==> src/common/audio_conv_pkg.sv <==
package audio_conv_pkg;

    // verb identifiers seen on the codec link
    localparam logic [11:0] VERB_GET_PARAM    = 12'hF00;
    localparam logic [11:0] VERB_SET_POWER    = 12'h705;
    localparam logic [11:0] VERB_GET_POWER    = 12'hF05;
    localparam logic [11:0] VERB_SET_STREAM   = 12'h706;
    localparam logic [11:0] VERB_GET_STREAM   = 12'hF06;
    localparam logic [11:0] VERB_GET_CONV     = 12'hF0D;
    localparam logic [11:0] VERB_SET_CONV1    = 12'h70D;
    localparam logic [11:0] VERB_SET_CONV2    = 12'h70E;
    localparam logic [11:0] VERB_SET_CONV3    = 12'h73E;
    localparam logic [11:0] VERB_SET_CONV4    = 12'h73F;
    localparam logic [11:0] VERB_SET_CHCOUNT  = 12'h72D;
    localparam logic [11:0] VERB_GET_CHCOUNT  = 12'hF2D;

    localparam logic [7:0]  PARAM_POWER_CAPS  = 8'h0F;
    localparam logic [31:0] POWER_CAPS_VALUE  = 32'h8000_0009;

    // power state field positions and codes
    localparam int          PS_ACTUAL_LSB     = 4;
    localparam int          PS_FAULT_BIT      = 8;
    localparam int          PS_CLOCK_HALT_BIT = 9;
    localparam int          PS_SETTINGS_BIT   = 10;
    localparam logic [1:0]  PS_FULL_ON        = 2'h0;
    localparam logic [1:0]  PS_DEEP_SLEEP     = 2'h3;
    localparam logic [1:0]  PS_RESET         = 2'h3;

    // converter report field positions
    localparam int          CONV_HOLD_BIT     = 23;
    localparam int          CONV_CODING_LSB   = 16;
    localparam int          CONV_CATEGORY_LSB = 8;

    // reset values
    localparam logic [7:0]  STREAM_RESET      = 8'h00;
    localparam logic [7:0]  CONV1_RESET       = 8'h01;
    localparam logic [6:0]  CATEGORY_RESET    = 7'h00;
    localparam logic        HOLD_RESET        = 1'b1;
    localparam logic [3:0]  CODING_RESET      = 4'h0;
    localparam logic [3:0]  CHCOUNT_RESET     = 4'h0;

    // time for the node to settle into a new power state
    localparam int          CLK_PERIOD_NS     = 50;
    localparam int          PS_SETTLE_NS      = 100;
    localparam int          PS_SETTLE_CYCLES  =
        (PS_SETTLE_NS + CLK_PERIOD_NS - 1) / CLK_PERIOD_NS;

    typedef enum logic [3:0] {
        CMD_NONE       = 4'h0,
        CMD_GET_PARAM  = 4'h1,
        CMD_SET_POWER  = 4'h2,
        CMD_GET_POWER  = 4'h3,
        CMD_SET_STREAM = 4'h4,
        CMD_GET_STREAM = 4'h5,
        CMD_GET_CONV   = 4'h6,
        CMD_SET_CONV1  = 4'h7,
        CMD_SET_CONV2  = 4'h8,
        CMD_SET_CONV3  = 4'h9,
        CMD_SET_CONV4  = 4'hA,
        CMD_SET_CHCNT  = 4'hB,
        CMD_GET_CHCNT  = 4'hC
    } verb_cmd_t;

    typedef struct packed {
        logic [11:0] id;
        logic [7:0]  payload;
    } verb_req_t;

    typedef struct packed {
        logic generation_level;
        logic studio_use_flag;
        logic non_pcm;
        logic copyright;
        logic pre_emphasis;
        logic idle_tx_policy;
        logic validity;
        logic digital_content_enable;
    } conv_ctrl1_t;

endpackage

==> src/hw/audio_converter_verb_regs.sv <==
`timescale 1ns/10ps
module audio_converter_verb_regs #(
    parameter int SETTLE_CYCLES = audio_conv_pkg::PS_SETTLE_CYCLES
) (
    input  wire logic                      mclk,
    input  wire logic                      nrst,
    input  wire logic                      verb_valid,
    input  wire audio_conv_pkg::verb_req_t verb_req,
    output logic                           resp_valid,
    output logic [31:0]                    resp_data,
    output audio_conv_pkg::conv_ctrl1_t    conv_ctrl,
    output logic [6:0]                     category_code,
    output logic [3:0]                     coding_type,
    output logic                           link_hold_active,
    output logic [3:0]                     link_stream_number,
    output logic [3:0]                     first_channel,
    output logic [3:0]                     channel_count,
    output logic [1:0]                     actual_state
);

    audio_conv_pkg::verb_cmd_t   cmd;
    audio_conv_pkg::conv_ctrl1_t conv1_reg;
    logic [7:0]                  stream_reg;
    logic [6:0]                  category_reg;
    logic                        hold_reg;
    logic [3:0]                  coding_reg;
    logic [3:0]                  chcount_reg;
    logic                        resp_valid_reg;
    logic [31:0]                 resp_data_reg;
    logic [31:0]                 resp_data_next;
    logic [1:0]                  requested_state;
    logic [1:0]                  ps_actual;

    verb_decoder u_decoder (
        .req (verb_req),
        .cmd (cmd)
    );

    wire [7:0] payload = verb_req.payload;
    wire       do_cmd  = verb_valid;

    wire set_power  = do_cmd && (cmd == audio_conv_pkg::CMD_SET_POWER);
    wire set_stream = do_cmd && (cmd == audio_conv_pkg::CMD_SET_STREAM);
    wire set_conv1  = do_cmd && (cmd == audio_conv_pkg::CMD_SET_CONV1);
    wire set_conv2  = do_cmd && (cmd == audio_conv_pkg::CMD_SET_CONV2);
    wire set_conv3  = do_cmd && (cmd == audio_conv_pkg::CMD_SET_CONV3);
    wire set_chcnt  = do_cmd && (cmd == audio_conv_pkg::CMD_SET_CHCNT);

    power_state_tracker #(
        .SETTLE_CYCLES (SETTLE_CYCLES)
    ) u_power (
        .mclk            (mclk),
        .nrst            (nrst),
        .set_valid       (set_power),
        .set_state       (payload[1:0]),
        .requested_state (requested_state),
        .actual_state    (ps_actual)
    );

    // answer words; fault, clock-halt and settings-reset bits stay zero
    wire [31:0] power_word = {
        21'h00_0000,
        1'b0,
        1'b0,
        1'b0,
        2'h0,
        ps_actual,
        2'h0,
        requested_state
    };

    wire [31:0] conv_word = {
        8'h00,
        hold_reg,
        3'h0,
        coding_reg,
        1'b0,
        category_reg,
        conv1_reg
    };

    wire caps_hit = (payload == audio_conv_pkg::PARAM_POWER_CAPS);
    // unknown parameters and verbs answer zero so the host never stalls
    wire [31:0] param_word = caps_hit ? audio_conv_pkg::POWER_CAPS_VALUE : 32'h0000_0000;

    always_comb begin
        resp_data_next = 32'h0000_0000;
        unique case (cmd)
            audio_conv_pkg::CMD_GET_PARAM:  resp_data_next = param_word;
            audio_conv_pkg::CMD_GET_POWER:  resp_data_next = power_word;
            audio_conv_pkg::CMD_GET_STREAM: resp_data_next = {24'h00_0000, stream_reg};
            audio_conv_pkg::CMD_GET_CONV:   resp_data_next = conv_word;
            audio_conv_pkg::CMD_GET_CHCNT:  resp_data_next = {28'h000_0000, chcount_reg};
            default:                        resp_data_next = 32'h0000_0000;
        endcase
    end

    always_ff @(posedge mclk or negedge nrst) begin
        if (!nrst) begin
            resp_valid_reg <= 1'b0;
            resp_data_reg  <= 32'h0000_0000;
        end else begin
            resp_valid_reg <= do_cmd;
            resp_data_reg  <= do_cmd ? resp_data_next : 32'h0000_0000;
        end
    end

    always_ff @(posedge mclk or negedge nrst) begin
        if (!nrst) begin
            stream_reg <= audio_conv_pkg::STREAM_RESET;
        end else if (set_stream) begin
            stream_reg <= payload;
        end
    end

    always_ff @(posedge mclk or negedge nrst) begin
        if (!nrst) begin
            conv1_reg <= audio_conv_pkg::CONV1_RESET;
        end else if (set_conv1) begin
            conv1_reg <= payload;
        end
    end

    // byte two bit 7, byte three bits 6:4 and byte four are dropped here
    always_ff @(posedge mclk or negedge nrst) begin
        if (!nrst) begin
            category_reg <= audio_conv_pkg::CATEGORY_RESET;
        end else if (set_conv2) begin
            category_reg <= payload[6:0];
        end
    end

    always_ff @(posedge mclk or negedge nrst) begin
        if (!nrst) begin
            hold_reg   <= audio_conv_pkg::HOLD_RESET;
            coding_reg <= audio_conv_pkg::CODING_RESET;
        end else if (set_conv3) begin
            hold_reg   <= payload[7];
            coding_reg <= payload[3:0];
        end
    end

    always_ff @(posedge mclk or negedge nrst) begin
        if (!nrst) begin
            chcount_reg <= audio_conv_pkg::CHCOUNT_RESET;
        end else if (set_chcnt) begin
            chcount_reg <= payload[3:0];
        end
    end

    assign resp_valid         = resp_valid_reg;
    assign resp_data          = resp_data_reg;
    assign conv_ctrl          = conv1_reg;
    assign category_code      = category_reg;
    assign coding_type        = coding_reg;
    assign link_hold_active   = hold_reg;
    assign link_stream_number = stream_reg[7:4];
    assign first_channel      = stream_reg[3:0];
    assign channel_count      = chcount_reg;
    assign actual_state       = ps_actual;

    wire get_power  = verb_valid && (cmd == audio_conv_pkg::CMD_GET_POWER);
    wire get_stream = verb_valid && (cmd == audio_conv_pkg::CMD_GET_STREAM);
    wire get_conv   = verb_valid && (cmd == audio_conv_pkg::CMD_GET_CONV);
    wire get_chcnt  = verb_valid && (cmd == audio_conv_pkg::CMD_GET_CHCNT);
    wire get_caps   = verb_valid && (cmd == audio_conv_pkg::CMD_GET_PARAM) && caps_hit;
    wire set_conv4  = verb_valid && (cmd == audio_conv_pkg::CMD_SET_CONV4);
    wire any_set    = set_power || set_stream || set_conv1 || set_conv2 || set_conv3
                      || set_conv4 || set_chcnt;
endmodule // audio_converter_verb_regs

==> src/hw/verb_decoder.sv <==
`timescale 1ns/10ps
module verb_decoder (
    input  wire audio_conv_pkg::verb_req_t req,
    output wire audio_conv_pkg::verb_cmd_t cmd
);

    wire [11:0] id = req.id;

    assign cmd =
        (id == audio_conv_pkg::VERB_GET_PARAM)   ? audio_conv_pkg::CMD_GET_PARAM  :
        (id == audio_conv_pkg::VERB_SET_POWER)   ? audio_conv_pkg::CMD_SET_POWER  :
        (id == audio_conv_pkg::VERB_GET_POWER)   ? audio_conv_pkg::CMD_GET_POWER  :
        (id == audio_conv_pkg::VERB_SET_STREAM)  ? audio_conv_pkg::CMD_SET_STREAM :
        (id == audio_conv_pkg::VERB_GET_STREAM)  ? audio_conv_pkg::CMD_GET_STREAM :
        (id == audio_conv_pkg::VERB_GET_CONV)    ? audio_conv_pkg::CMD_GET_CONV   :
        (id == audio_conv_pkg::VERB_SET_CONV1)   ? audio_conv_pkg::CMD_SET_CONV1  :
        (id == audio_conv_pkg::VERB_SET_CONV2)   ? audio_conv_pkg::CMD_SET_CONV2  :
        (id == audio_conv_pkg::VERB_SET_CONV3)   ? audio_conv_pkg::CMD_SET_CONV3  :
        (id == audio_conv_pkg::VERB_SET_CONV4)   ? audio_conv_pkg::CMD_SET_CONV4  :
        (id == audio_conv_pkg::VERB_SET_CHCOUNT) ? audio_conv_pkg::CMD_SET_CHCNT  :
        (id == audio_conv_pkg::VERB_GET_CHCOUNT) ? audio_conv_pkg::CMD_GET_CHCNT  :
                                                   audio_conv_pkg::CMD_NONE;

endmodule // verb_decoder

==> src/hw/power_state_tracker.sv <==
`timescale 1ns/10ps
module power_state_tracker #(
    parameter int SETTLE_CYCLES = audio_conv_pkg::PS_SETTLE_CYCLES
) (
    input  wire logic       mclk,
    input  wire logic       nrst,
    input  wire logic       set_valid,
    input  wire logic [1:0] set_state,
    output logic      [1:0] requested_state,
    output logic      [1:0] actual_state
);

    localparam int CW = $clog2(SETTLE_CYCLES + 1);

    logic [1:0]    requested_reg;
    logic [1:0]    actual_reg;
    logic [CW-1:0] settle_reg;
    logic [1:0]    target_reg;

    // only the two supported codes move the node; others are only echoed
    wire legal_target = (set_state == audio_conv_pkg::PS_FULL_ON) ||
                        (set_state == audio_conv_pkg::PS_DEEP_SLEEP);
    wire settle_done  = (settle_reg == '0);

    always_ff @(posedge mclk or negedge nrst) begin
        if (!nrst) begin
            requested_reg <= audio_conv_pkg::PS_RESET;
            actual_reg    <= audio_conv_pkg::PS_RESET;
            target_reg    <= audio_conv_pkg::PS_RESET;
            settle_reg    <= '0;
        end else begin
            if (set_valid) begin
                requested_reg <= set_state;
            end
            if (set_valid && legal_target) begin
                target_reg <= set_state;
                settle_reg <= CW'(SETTLE_CYCLES);
            end else if (!settle_done) begin
                settle_reg <= settle_reg - 1'b1;
            end else begin
                actual_reg <= target_reg;
            end
        end
    end

    assign requested_state = requested_reg;
    assign actual_state    = actual_reg;

endmodule // power_state_tracker

==> config.mk <==
export PLATFORM = sky130hd
export DESIGN_NAME = audio_converter_verb_regs
export DESIGN_NICKNAME = d
export VERILOG_FILES = /design/src/common/audio_conv_pkg.sv /design/src/hw/audio_converter_verb_regs.sv /design/src/hw/verb_decoder.sv /design/src/hw/power_state_tracker.sv
export SDC_FILE = /design/constraint.sdc
export NUM_CORES = 1
export LEC_CHECK = 0
export CORE_AREA = 2 2 112 114
export CTS_BUF_LIST = sky130_fd_sc_hd__clkbuf_8
export CTS_CLUSTER_SIZE = 10
export DETAILED_ROUTE_END_ITERATION = 8
export DIE_AREA = 0 0 114 116
export DONT_BUFFER_PORTS = 1
export PLACE_DENSITY_LB_ADDON = 0.25
export RECOVER_POWER = 100
export SYNTH_ARGS = -nofsm -noshare
export SYNTH_HDL_FRONTEND = slang
export SYNTH_SLANG_ARGS = --single-unit
==> constraint.sdc <==
create_clock -name mclk -period 1.45 [get_ports mclk]
set_input_delay 0.29 -clock mclk [delete_from_list [all_inputs] [get_ports mclk]]
set_output_delay 0.29 -clock mclk [all_outputs]
set_load 0.01 [all_outputs]
; Word level (Yosys, flattened, before mapping)
; Index checks and enable logic that the tools add are counted.
; W data, S select, Z words.
[word_totals]
ff_bits = 73
inputBits = 23
output_inout_bits = 67
word_cells = 75
[classes]
addsub = 1
n_eq_ne = 26
mux = 17
n_bitwise = 1
n_reduce_logical = 11
[op_table]
columns = cell, n
row1 = $pmux W32 S5, 1
row2 = $eq A12 B11 Y1 const B, 7
row3 = $mux W32, 2
row4 = $eq A12 B12 Y1 const B, 5
row5 = $mux W4, 12
row6 = $eq A4 B3 Y1 const B, 4
row7 = $eq A4 B4 Y1 const B, 4
row8 = $eq A4 B2 Y1 const B, 2
row9 = $eq A8 B4 Y1 const B, 1
row10 = $logic_and A1 B1 Y1, 7
row11 = $eq A4 B1 Y1 const B, 1
row12 = $logic_not A2 Y1, 2
row13 = $mux W2, 2
row14 = $eq A2 B2 Y1 const B, 1
row15 = $ne A2 B2 Y1 const B, 1
row16 = $reduce_and A2 Y1, 1
row17 = $sub A2 B1 Y2 const B, 1
row18 = $logic_or A1 B1 Y1, 1
row19 = $not A1 Y1, 1

; Longest topological paths before layout
; Gate-level depths: netlist (run 1).
[depth]
ltp_word = 18
ltp_mapped = 7
mapped_depth_nobuf = 5

; Hierarchy
; A second synthesis (run 1) with hierarchy kept.
[hier_totals]
hier_cells = 241
hier_area_um2 = 2922.8
[by_module_without_submodules]
columns = module, n_inst, cells_each, area_per_inst_um2, seq_area_each_um2
row1 = audio_converter_verb_regs, 1, 180, 2329.7, 1353.8
row2 = power_state_tracker, 1, 29, 364.1, 207.7
row3 = verb_decoder, 1, 32, 229.0, 0.0

; Least setup slack after synthesis (run 1)
; No wires, ideal clock.
[synth_path]
path_type = input port to flip-flop
start = in verb_req[8] (netlist name)
end = reg conv1_reg, in the netlist conv_ctrl[1]
setup_time_ns = 0.125
arrival_time_ns = 2.026
t_required_ns = 1.325
slack_ns = -0.700
cell_stages = 6
path_buffers = 1
cell_sequence = buf_2 -> or3b_4 -> a2111oi_4 -> o211ai_1 -> nor3_4 -> mux2_2
[synth_between]
elab_chain_cells = 15
word_cells_on_any_way = 26
cone_classes = eq/ne: 13 / mux: 12 / reduce/logical: 1
[synth_rtl]
columns = item, line
row1 = from (decl), audio_converter_verb_regs.sv:8  ; input wire audio_conv_pkg::verb_req_t verb_req,
row2 = $eq A12 B12 Y1, verb_decoder.sv:21  ; (id == audio_conv_pkg::VERB_GET_CHCOUNT) ? audio_conv_pkg::CMD_GET_CHCNT :
row3 = $mux W4, verb_decoder.sv:21
row4 = $mux W4, verb_decoder.sv:20  ; (id == audio_conv_pkg::VERB_SET_CHCOUNT) ? audio_conv_pkg::CMD_SET_CHCNT :
row5 = $mux W4, verb_decoder.sv:19  ; (id == audio_conv_pkg::VERB_SET_CONV4) ? audio_conv_pkg::CMD_SET_CONV4 :
row6 = $mux W4, verb_decoder.sv:18  ; (id == audio_conv_pkg::VERB_SET_CONV3) ? audio_conv_pkg::CMD_SET_CONV3 :
row7 = $mux W4, verb_decoder.sv:17  ; (id == audio_conv_pkg::VERB_SET_CONV2) ? audio_conv_pkg::CMD_SET_CONV2 :
row8 = $mux W4, verb_decoder.sv:16  ; (id == audio_conv_pkg::VERB_SET_CONV1) ? audio_conv_pkg::CMD_SET_CONV1 :
row9 = $mux W4, verb_decoder.sv:15  ; (id == audio_conv_pkg::VERB_GET_CONV) ? audio_conv_pkg::CMD_GET_CONV :
row10 = $mux W4, verb_decoder.sv:14  ; (id == audio_conv_pkg::VERB_GET_STREAM) ? audio_conv_pkg::CMD_GET_STREAM :
row11 = $mux W4, verb_decoder.sv:13  ; (id == audio_conv_pkg::VERB_SET_STREAM) ? audio_conv_pkg::CMD_SET_STREAM :
row12 = $mux W4, verb_decoder.sv:12  ; (id == audio_conv_pkg::VERB_GET_POWER) ? audio_conv_pkg::CMD_GET_POWER :
row13 = $mux W4, verb_decoder.sv:11  ; (id == audio_conv_pkg::VERB_SET_POWER) ? audio_conv_pkg::CMD_SET_POWER :
row14 = $mux W4 *, verb_decoder.sv:10  ; (id == audio_conv_pkg::VERB_GET_PARAM) ? audio_conv_pkg::CMD_GET_PARAM :
row15 = $eq A4 B3 Y1 *, audio_converter_verb_regs.sv:44  ; wire set_conv1 = do_cmd && (cmd == audio_conv_pkg::CMD_SET_CONV1);
row16 = $logic_and A1 B1 Y1 *, audio_converter_verb_regs.sv:44
row17 = to (signal assigned), audio_converter_verb_regs.sv:118  ; conv1_reg <= audio_conv_pkg::CONV1_RESET;
row18 = to (signal assigned), audio_converter_verb_regs.sv:120  ; conv1_reg <= payload;
row19 = to (decl), audio_converter_verb_regs.sv:22  ; audio_conv_pkg::conv_ctrl1_t conv1_reg;
; Every way passes the cells marked *; elsewhere a longest branch is shown, timed or not.
; A chain may end at the register's enable or synchronous reset.

; Worst setup path after layout (run 1)
; Same ends and word-level chain as after synthesis.

==> impl_metrics.csv, run 1 <==
group,metric,value,unit
synth,ys_seq_elements,62,
drt,num_vias,2160,
drt,post_drt_wl_per_cell,19.0,µm
power_and_ir_drop,ir_drop,357,µV
clocking,path_clk_slew,0.08,ns
drt,dr.pass1.iters,4,
critical_path,required,1.67,ns
drt,wirelength,8.50,mm
power_and_ir_drop,powerDensity,926,nW/µm²
placed_design,io_buffers,0,
clocking,cts_sinks,62,
timing,rsz0062_at_grt,"true",
grt,grt_pass1_vias,2228,
synth,synth_warnings,0,
synth,synth-async-reset-ratio,100,%
critical_path,r2r-start,"u_power.settle_reg[0]",
finish,nNetsFinal,320,
finish,syn2layout_area_growth,36.5,%
finish,layout-drive-gt1-share,48.3,%
clocking,ctsHoldBuffers,1,
clocking,cts_htree_levels,3,
drt,drt-initial-drc-count,132,
finish,multi_input_area,1630,µm²
critical_path,worstSetupEndpointType,"flop",
floorplan,die_h,116,µm
timing,finalCriticalPeriod,1.69,ns
floorplan,die-area,13200,µm²
drt,antenna_left,0,
clocking,cts-root-buf,"clkbuf_8",
synth,synth_cells,247,
critical_path,critical_path.max_fanout,10,
drt,drt_drc_violations_left,0,
critical_path,cp.arrival,1.90,ns
clocking,cts_buffers,9,
outcome,violations,"hold timing, setup timing",
clocking,ctsLongestPathBuffers,2,
floorplan,initial_core_util,24.8,%
placed_design,dpl.cell_count,424,
timing,hold_ws,-0.368,ns
floorplan,die_width,114,µm
clocking,clk_latency,0.34,ns
critical_path,r2r_setup_slack,0.17,ns
synth,ys_seq_area_share,52.8,%
timing,slew_violations,0,
finish,diodes,0,
synth,synth_flop_cell,"dfrtp_1",
timing,setup_viol_count_final,45,
critical_path,crit_type,"input pin to flop",
grt,overflow,0,
clocking,tritoncts,"yes",
drt,via_per_inst,4.83,
critical_path,worstSetupStartpointType,"input pin",
floorplan,core_area,11900,µm²
timing,tns,-4.44,ns
synth,yosys.area.top_type,"dfrtp_1",
critical_path,r2r_cells,5,
flow_run,cap_violations,0,
grt,grt_pass1_wl,13.1,mm
grt,grt_max_degree,63,
outcome,status,"complete, but fails checks",
power_and_ir_drop,p_leak,1.79,nW
critical_path,endpoint,"conv_ctrl[1]",
floorplan,num_io_pins,90,
grt,antenna_found_initial,0,
finish,fin_cells,447,
finish,largest_reg_flops,21,
synth,syn_avg_cell_area,12.0,µm²
finish,fin_util,33.9,%
finish,fillerInstances,1193,
floorplan,num_rows,40,
timing,fin_crit_sh,116,%
timing,hold_viol,62,
synth,synth_edf_count,0,
placed_design,gp_congestion,0.724,
synth,mappedNetlistArea,2960,µm²
synth,synth_top_area_share,45.7,%
min_path,worstHoldPathType,"input pin to async pin",
timing,max_freq,593,MHz
critical_path,critPathLaunch,"verb_req[8]",
timing,worst_slack,-0.237,ns
finish,regArea,1560,µm²
timing,fin_skew,0.00719,ns
grt,grt_usage,13.2,%
placed_design,hpwlAfterDp,6.16,mm
synth,synth_cell_types,50,
synth,synthTopCellsByArea,"dfrtp_1, mux2_2, dfstp_2",
critical_path,r2r_end,"u_power.actual_state[1]",
## worst min-delay path by stage
stage	startpoint	end	slack, ns	cells past startpoint
5_1_grt	nrst	resp_data[17]	-0.40	0
4_1_cts	nrst	coding_type[2]	-0.39	0
2_1_floorplan	nrst	category_code[0]	-0.006	0
6_report	nrst	coding_type[0]	-0.37	0
3_3_place_gp	nrst	resp_data[16]	-0.004	0
3_5_place_dp	nrst	resp_data[17]	-0.004	0
## critical path, stage by stage
cell and delay (ns):
or3b_4 0.40, a2111oi_4 0.33, o211ai_1 0.22, nor3_4 0.20, buf_12 0.16, mux2_4 0.30
## power breakdown
part	internal [W]	switching, W
Clock	0.000926	0.000671
Sequential	0.00178	0.0000270
Combinational	0.000184	0.000155
## logic make-up after synthesis
logic type / count (synthesis) / share of synthesized area, %
simple gates: 85 / 17.4
other cells: 1 / 0.127
flops: 62 / 52.8
buf+inv: 26 / 5.16
xor+xnor: 4 / 1.19
fa+ha+maj: 2 / 0.846
mux: 34 / 12.9
compound gates: 33 / 9.52
## synth_stat cells, drive strengths merged, types with 2 or more instances
| master | instances |
|---|---|
| or3b | 3 |
| nand3 | 10 |
| buf | 18 |
| and2 | 12 |
| nor2b | 4 |
| o211ai | 7 |
| inv | 4 |
| dfrtp | 54 |
| nor3b | 2 |
| mux2 | 33 |
| a222oi | 3 |
| nor4 | 3 |
| a21oi | 3 |
| dfstp | 8 |
| a31oi | 2 |
| and3 | 4 |
| ha | 2 |
| o41ai | 2 |
| nor2 | 13 |
| nor4b | 3 |
| xor2 | 3 |
| nand2 | 11 |
| a22oi | 8 |
| o21ai | 2 |
| nor3 | 3 |
| clkbuf | 4 |
| a211oi | 2 |
| or2 | 3 |
| nand4 | 9 |
## area by class of cell
| cell class | instances | area share, % |
|---|---|---|
| multi-input cells | 169 | 40.3 |
| flip-flops and latches | 62 | 38.7 |
| repair buffers | 49 | 10.8 |
| well taps | 147 | 4.56 |
| clock buffers | 12 | 4.09 |
| clock inverters | 4 | 1.15 |
| inverters | 4 | 0.372 |
## metrics by stage
step / total power (W) / hold slack, ns / instance area (µm²) / setup slack, ns
3_5_place_dp: 0.00216 / -0.00433 / 3530 / -0.709
3_3_place_gp: 0.00215 / -0.00439 / 3530 / -0.685
2_1_floorplan: 0.00213 / -0.00559 / 3160 / -0.670
6_report: 0.00374 / -0.368 / 4040 / -0.237
4_1_cts: 0.00379 / -0.388 / 3910 / -0.329
5_1_grt: 0.00391 / -0.396 / 4040 / -0.269
## metal layers
layer / up-vias / GRT usage (%) / share of wire (%)
li1: 979 / - / -
met1: 1102 / 16.1 / 42
met2: 72 / 21.0 / 49
met3: 7 / 6.28 / 8.6
met4: 0 / 3.41 / 0.87
met5: - / 0 / 0
## cell usage in the layout (no fill, tap or decap), types with 6 or more instances in the layout
cell      instances
buf_4            37
conb_1           11
dfrtp_1          54
nand3_1           8
a22oi_1           7
nand4_1           9
mux2_4           27
o211ai_1          6
clkbuf_8         12
and2_4            6
and2_1            6
nor2_1           10
nand2_1          10
mux2_2            6
## what timing repair did
item                                    in CTS  in global routing
resized for setup                           33                 30
cloned                                       1                  0
pin swaps                                   11                 15
endpoints found under the setup margin      43                 54
endpoints found under the hold margin       63                 62
buffers inserted                             7                  3
Note: power is estimated with default switching activity, not from simulation.
==> run 2, diff against run 1 <==
==> constraint.sdc (replaced) <==
create_clock -name mclk -period 1.45 [get_ports mclk]
set_input_delay 0.0725 -clock mclk [delete_from_list [all_inputs] [get_ports mclk]]
set_output_delay 0.0725 -clock mclk [all_outputs]
set_load 0.01 [all_outputs]
==> impl_metrics.csv, run 2 (synthesis gave the netlist of run 1 again) <==
group,metric,value,unit
outcome,status,"complete, but fails checks",
outcome,violations,"hold timing, setup timing",
clocking,tritoncts,"yes",
timing,rsz0062_at_grt,"true",
clocking,cts-root-buf,"clkbuf_8",
finish,mostFrequentLayoutCells,"dfrtp_1, buf_4, mux2_2, nor2_1",
critical_path,crit_buf_inv,4,
clocking,path_clk_slew,0.07,ns
timing,setup_viol_count_final,1,
clocking,cts_sinks,62,
floorplan,die_width,114,µm
floorplan,die_h,116,µm
placed_design,placed_area,3480,µm²
clocking,post_cts_buffers,0,
timing,hold_ws,-0.571,ns
critical_path,crit_path_top_delay_cell,"nor4b_2",
grt,grt_pass1_vias,2204,
finish,syn2layout_area_growth,27.9,%
floorplan,die-area,13200,µm²
finish,nNetsFinal,321,
clocking,cts_buffers,9,
critical_path,r2r_setup_slack,0.13,ns
timing,slew_violations,0,
drt,drt_drc_violations_left,0,
drt,wirelength,8.70,mm
placed_design,hpwlAfterDp,6.14,mm
grt,grt_max_degree,63,
clocking,ctsLongestPathBuffers,2,
floorplan,core_area,11900,µm²
critical_path,required,1.68,ns
critical_path,r2r_cells,5,
critical_path,cp_top_family,"buffers and inverters",
clocking,clk_latency,0.34,ns
timing,slew_headroom,66.5,%
min_path,worstHoldPathType,"input pin to async pin",
critical_path,r2r-start,"u_power.settle_reg[0]",
drt,post_drt_wl_per_cell,19.4,µm
drt,drt-initial-drc-count,131,
placed_design,pre_cts_ws,-0.471,ns
floorplan,num_io_pins,90,
power_and_ir_drop,ir_drop,351,µV
critical_path,r2r_end,"u_power.actual_state[1]",
floorplan,initial_core_util,24.8,%
power_and_ir_drop,totalPowerFinal,0.00378,W
timing,finalCriticalPeriod,1.48,ns
finish,multi_input_area,1400,µm²
critical_path,crit_type,"input pin to flop",
critical_path,worstSetupStartpointType,"input pin",
critical_path,critical_path.max_fanout,5,
finish,layout-drive-gt1-share,37.2,%
critical_path,worstSetupEndpointType,"flop",
finish,final_common_cell,"dfrtp_1",
timing,fin_skew,0.00677,ns
finish,fillerInstances,1202,
placed_design,io_buffers,0,
timing,max_freq,677,MHz
timing,worst_slack,-0.0275,ns
power_and_ir_drop,powerDensity,1000,nW/µm²
critical_path,path_common_cell,"buf_4",
grt,grt_pass1_wl,13.1,mm
critical_path,cp.arrival,1.71,ns
grt,grt_usage,13.5,%
timing,hold_viol,62,
power_and_ir_drop,p_leak,1.68,nW
drt,antenna_left,0,
timing,tightest_slew,0.498,ns
clocking,cts_htree_levels,3,
finish,largest_reg_flops,21,
critical_path,crit_chain,"nor3b_2 > buf_4 > nand2_1 > buf_4 > nor4b_2 > buf_4 > buf_4 > a22oi_1 > a31oi_1",
grt,antenna_found_initial,0,
placed_design,gp_congestion,0.799,
grt,overflow,0,
timing,fin_crit_sh,102,%
drt,dr.pass1.iters,4,
finish,regArea,1560,µm²
drt,via_per_inst,4.81,
critical_path,max_stage_delay,0.32,ns
floorplan,num_rows,40,
flow_run,cap_violations,0,
finish,fin_area,3780,µm²
drt,num_vias,2153,
clocking,ctsHoldBuffers,9,
finish,diodes,0,
-- run 2: cell types whose count changed in the layout (fill, tap and decap cells not counted), sizes merged --
| cell | change |
|---|---|
| buf | -13 |
| dlygate4sd3 | +8 |
| clkbuf | +4 |
| bufinv | +1 |
| clkinv | +1 |
| clkinvlp | -1 |
| inv | +1 |
-- run 2: routing by layer --
layer,vias to the layer above,part of all wire [%],track usage (%)
li1,987,-,-
met1,1094,43,17.2
met2,70,48,21.2
met3,2,9.0,6.12
met4,0,0.22,3.09
met5,-,0,0
-- run 2: worst max path at each step --
stage                     depth (start not counted)          from            to  slack (ns)
final                                             9  verb_req[15]  resp_data[0]       -0.03
after floorplan                                   6   verb_req[8]  conv_ctrl[1]       -0.45
after CTS                                         6  verb_req[14]  conv_ctrl[1]       -0.08
after global routing                              6   verb_req[8]  conv_ctrl[7]       -0.06
after global placement                            6  verb_req[15]  conv_ctrl[5]       -0.45
after detailed placement                          6  verb_req[15]  conv_ctrl[1]       -0.47
-- run 2: final cells by class --
class                           instances  share of cell area (%)
Multi-Input combinational cell        169                    37.0
Clock inverter                          6                    2.05
Sequential cell                        62                    41.3
Clock buffer                           10                    3.64
Tap cell                              147                    4.86
Timing Repair Buffer                   50                    10.7
Inverter                                4                   0.397
-- run 2: through the flow --
stage | setup TNS [ns] | instances | util [%]
after floorplan | -12.14 | 257 | -
after global placement | -17.92 | 422 | 29.2
after detailed placement | -16.96 | 422 | 29.2
after CTS | -0.590 | 447 | 32.0
after global routing | -1.10 | 448 | 31.7
final | -0.0275 | 448 | 31.7
-- run 2: repair_timing --
action | CTS | global route
hold endpoints to repair | 108 | 62
resized for setup | 7 | 7
setup endpoints to repair | 21 | 35
gates cloned | 0 | 1
pin swaps | 4 | 3
-- run 2: power breakdown --
group          total [W]  internal, W  switching (W)  leakage, nW
logic           0.000328     0.000160       0.000168        0.755
clock network    0.00165     0.000997       0.000657        0.119
registers        0.00180      0.00178      0.0000265        0.809
==> run 3, diff against run 2 <==
--- a/config.mk
+++ b/config.mk
@@ -5,14 +5,16 @@
 export SDC_FILE = /design/constraint.sdc
 export NUM_CORES = 1
 export LEC_CHECK = 0
-export CORE_AREA = 2 2 112 114
+export CORE_AREA = 5 5 115 117
 export CTS_BUF_LIST = sky130_fd_sc_hd__clkbuf_8
 export CTS_CLUSTER_SIZE = 10
 export DETAILED_ROUTE_END_ITERATION = 8
-export DIE_AREA = 0 0 114 116
+export DIE_AREA = 0 0 120 122
 export DONT_BUFFER_PORTS = 1
 export PLACE_DENSITY_LB_ADDON = 0.25
 export RECOVER_POWER = 100
+export SKIP_LAST_GASP = 1
+export SLEW_MARGIN = 20
 export SYNTH_ARGS = -nofsm -noshare
 export SYNTH_HDL_FRONTEND = slang
 export SYNTH_SLANG_ARGS = --single-unit
==> impl_metrics.csv, run 3 (synthesis gave the netlist of run 1 again) <==
group,metric,value,unit
power_and_ir_drop,power.share.switching,23.6,%
timing,max_freq,659,MHz
outcome,violations,"hold timing, setup timing",
clocking,path_clk_slew,0.07,ns
timing,slew_headroom,67.1,%
clocking,tritoncts,"yes",
critical_path,r2r_setup_slack,0.11,ns
floorplan,die-area,14600,µm²
critical_path,r2r_end,"u_power.actual_state[1]",
finish,nNetsFinal,325,
placed_design,io_buffers,0,
critical_path,critPathLaunch,"verb_req[8]",
timing,finalCriticalPeriod,1.52,ns
power_and_ir_drop,totalPowerFinal,0.00376,W
critical_path,crit_type,"input pin to flop",
critical_path,r2r-start,"u_power.settle_reg[0]",
grt,grt_pass1_vias,2112,
critical_path,worstSetupEndpointType,"flop",
power_and_ir_drop,power_frac_seq,47.9,%
power_and_ir_drop,p_int,0.00288,W
finish,layout-drive-gt1-share,39.0,%
floorplan,num_rows,41,
critical_path,endpoint,"conv_ctrl[7]",
timing,fin_skew,0.00771,ns
timing,hold_viol,62,
finish,diodes,0,
drt,drt-initial-drc-count,120,
floorplan,die_h,122,µm
clocking,cts_buffers,9,
grt,use_met2,18.5,%
floorplan,die_width,120,µm
critical_path,r2r_cells,5,
timing,hold_ws,-0.585,ns
power_and_ir_drop,powerDensity,983,nW/µm²
drt,num_vias,2170,
power_and_ir_drop,p_leak,1.69,nW
timing,slew_violations,0,
floorplan,initial_core_util,24.1,%
clocking,ctsHoldBuffers,9,
placed_design,hpwlAfterDp,6.30,mm
clocking,cts-root-buf,"clkbuf_8",
timing,worst_slack,-0.0673,ns
drt,post_drt_wl_per_cell,19.4,µm
grt,grt_max_degree,63,
grt,grt_usage,12.1,%
grt,top_usage_layer,"met2",
drt,wirelength,8.82,mm
min_path,worstHoldPathType,"input pin to async pin",
critical_path,critical_path.max_fanout,10,
grt,met1_usage,15.6,%
grt,use_met3,5.25,%
finish,syn2layout_area_growth,29.5,%
floorplan,core_area,12300,µm²
timing,setup_viol_count_final,8,
finish,final_common_cell,"dfrtp_1",
drt,antenna_left,0,
power_and_ir_drop,switchingPower,0.000889,W
critical_path,worstSetupStartpointType,"input pin",
critical_path,required,1.68,ns
finish,fillerInstances,1239,
finish,mostFrequentLayoutCells,"dfrtp_1, buf_4, mux2_2, nor2_1, clkbuf_8",
finish,largest_reg_flops,21,
drt,drt_drc_violations_left,0,
timing,tightest_slew,0.489,ns
drt,via_per_inst,4.77,
critical_path,cp.arrival,1.75,ns
grt,antenna_found_initial,0,
placed_design,pre_cts_ws,-0.486,ns
flow_run,cap_violations,0,
power_and_ir_drop,power_frac_clock,43.4,%
clocking,clk_latency,0.34,ns
power_and_ir_drop,ir_drop,352,µV
grt,overflow,0,
outcome,status,"complete, but fails checks",
floorplan,num_io_pins,90,
clocking,cts_sinks,62,
grt,grt_pass1_wl,13.3,mm
timing,fin_crit_sh,105,%
clocking,ctsLongestPathBuffers,2,
clocking,cts_htree_levels,3,
drt,dr.pass1.iters,5,
timing,rsz0062_at_grt,"true",
finish,fin_util,31.2,%
power_and_ir_drop,power.share.combinational,8.7,%
placed_design,gp_congestion,0.783,
[run 3: cell count changes in the layout (fill, tap and decap cells not counted), sizes merged]
cell      previous run  this run
clkinvlp             0         2
clkbuf              18        21
clkinv               2         1
buf                 33        36
inv                  6         4
bufinv               2         1
[run 3: worst min path at each step]
stage          from          endpoint  slack, ns
2_1_floorplan  nrst  category_code[0]      -0.22
3_3_place_gp   nrst     resp_data[17]      -0.22
3_5_place_dp   nrst     resp_data[17]      -0.22
4_1_cts        nrst    coding_type[0]      -0.61
5_1_grt        nrst     resp_data[18]      -0.62
6_report       nrst     resp_data[18]      -0.58
[run 3: final cells by class]
type	instances	area [µm²]	share of cell area, %
tap	150	188	4.90
clock inverter	4	53.8	1.41
multi-input combinational	169	1400	36.5
clock buffer	12	165	4.31
sequential	62	1560	40.8
inverter	4	15.0	0.392
timing repair buffer	54	448	11.7
[run 3: routing by layer]
layer | up-vias | share of wire [%]
li1 | 1000 | -
met5 | - | 0
met3 | 11 | 9.6
met1 | 1088 | 42
met4 | 0 | 1.2
met2 | 71 | 47
[run 3: timing repair]
action                                  4_1_cts  5_1_grt
pin swaps                                     4        3
resized for setup                             7        7
buffers inserted                              1        1
gates cloned                                  0        1
endpoints found under the setup margin       11       39
endpoints found under the hold margin       107       62
[run 3: critical path, cell delays in order]
cell       delay [ns]
or3b_4           0.39
a2111oi_4        0.33
o211ai_1         0.17
buf_4            0.17
nor3_4           0.15
buf_12           0.16
mux2_4           0.30
[run 3: power by group through the flow]
stage | sequential (W) | clock (W) | combinational [W]
after global routing | 0.00181 | 0.00177 | 0.000374
after detailed placement | 0.00184 | 0 | 0.000306
after global placement | 0.00183 | 0 | 0.000301
final | 0.00180 | 0.00163 | 0.000329
after CTS | 0.00180 | 0.00170 | 0.000351
after floorplan | 0.00183 | 0 | 0.000285
[run 3: stage by stage]
step | setup TNS, ns | cells | hold slack [ns] | cell area (µm²)
finish | -0.502 | 455 | -0.585 | 3830
global route | -1.92 | 455 | -0.617 | 3830
CTS | -1.15 | 454 | -0.606 | 3860
detailed placement | -17.32 | 428 | -0.222 | 3520
global placement | -17.49 | 428 | -0.222 | 3520
floorplan | -12.14 | 257 | -0.223 | 3130
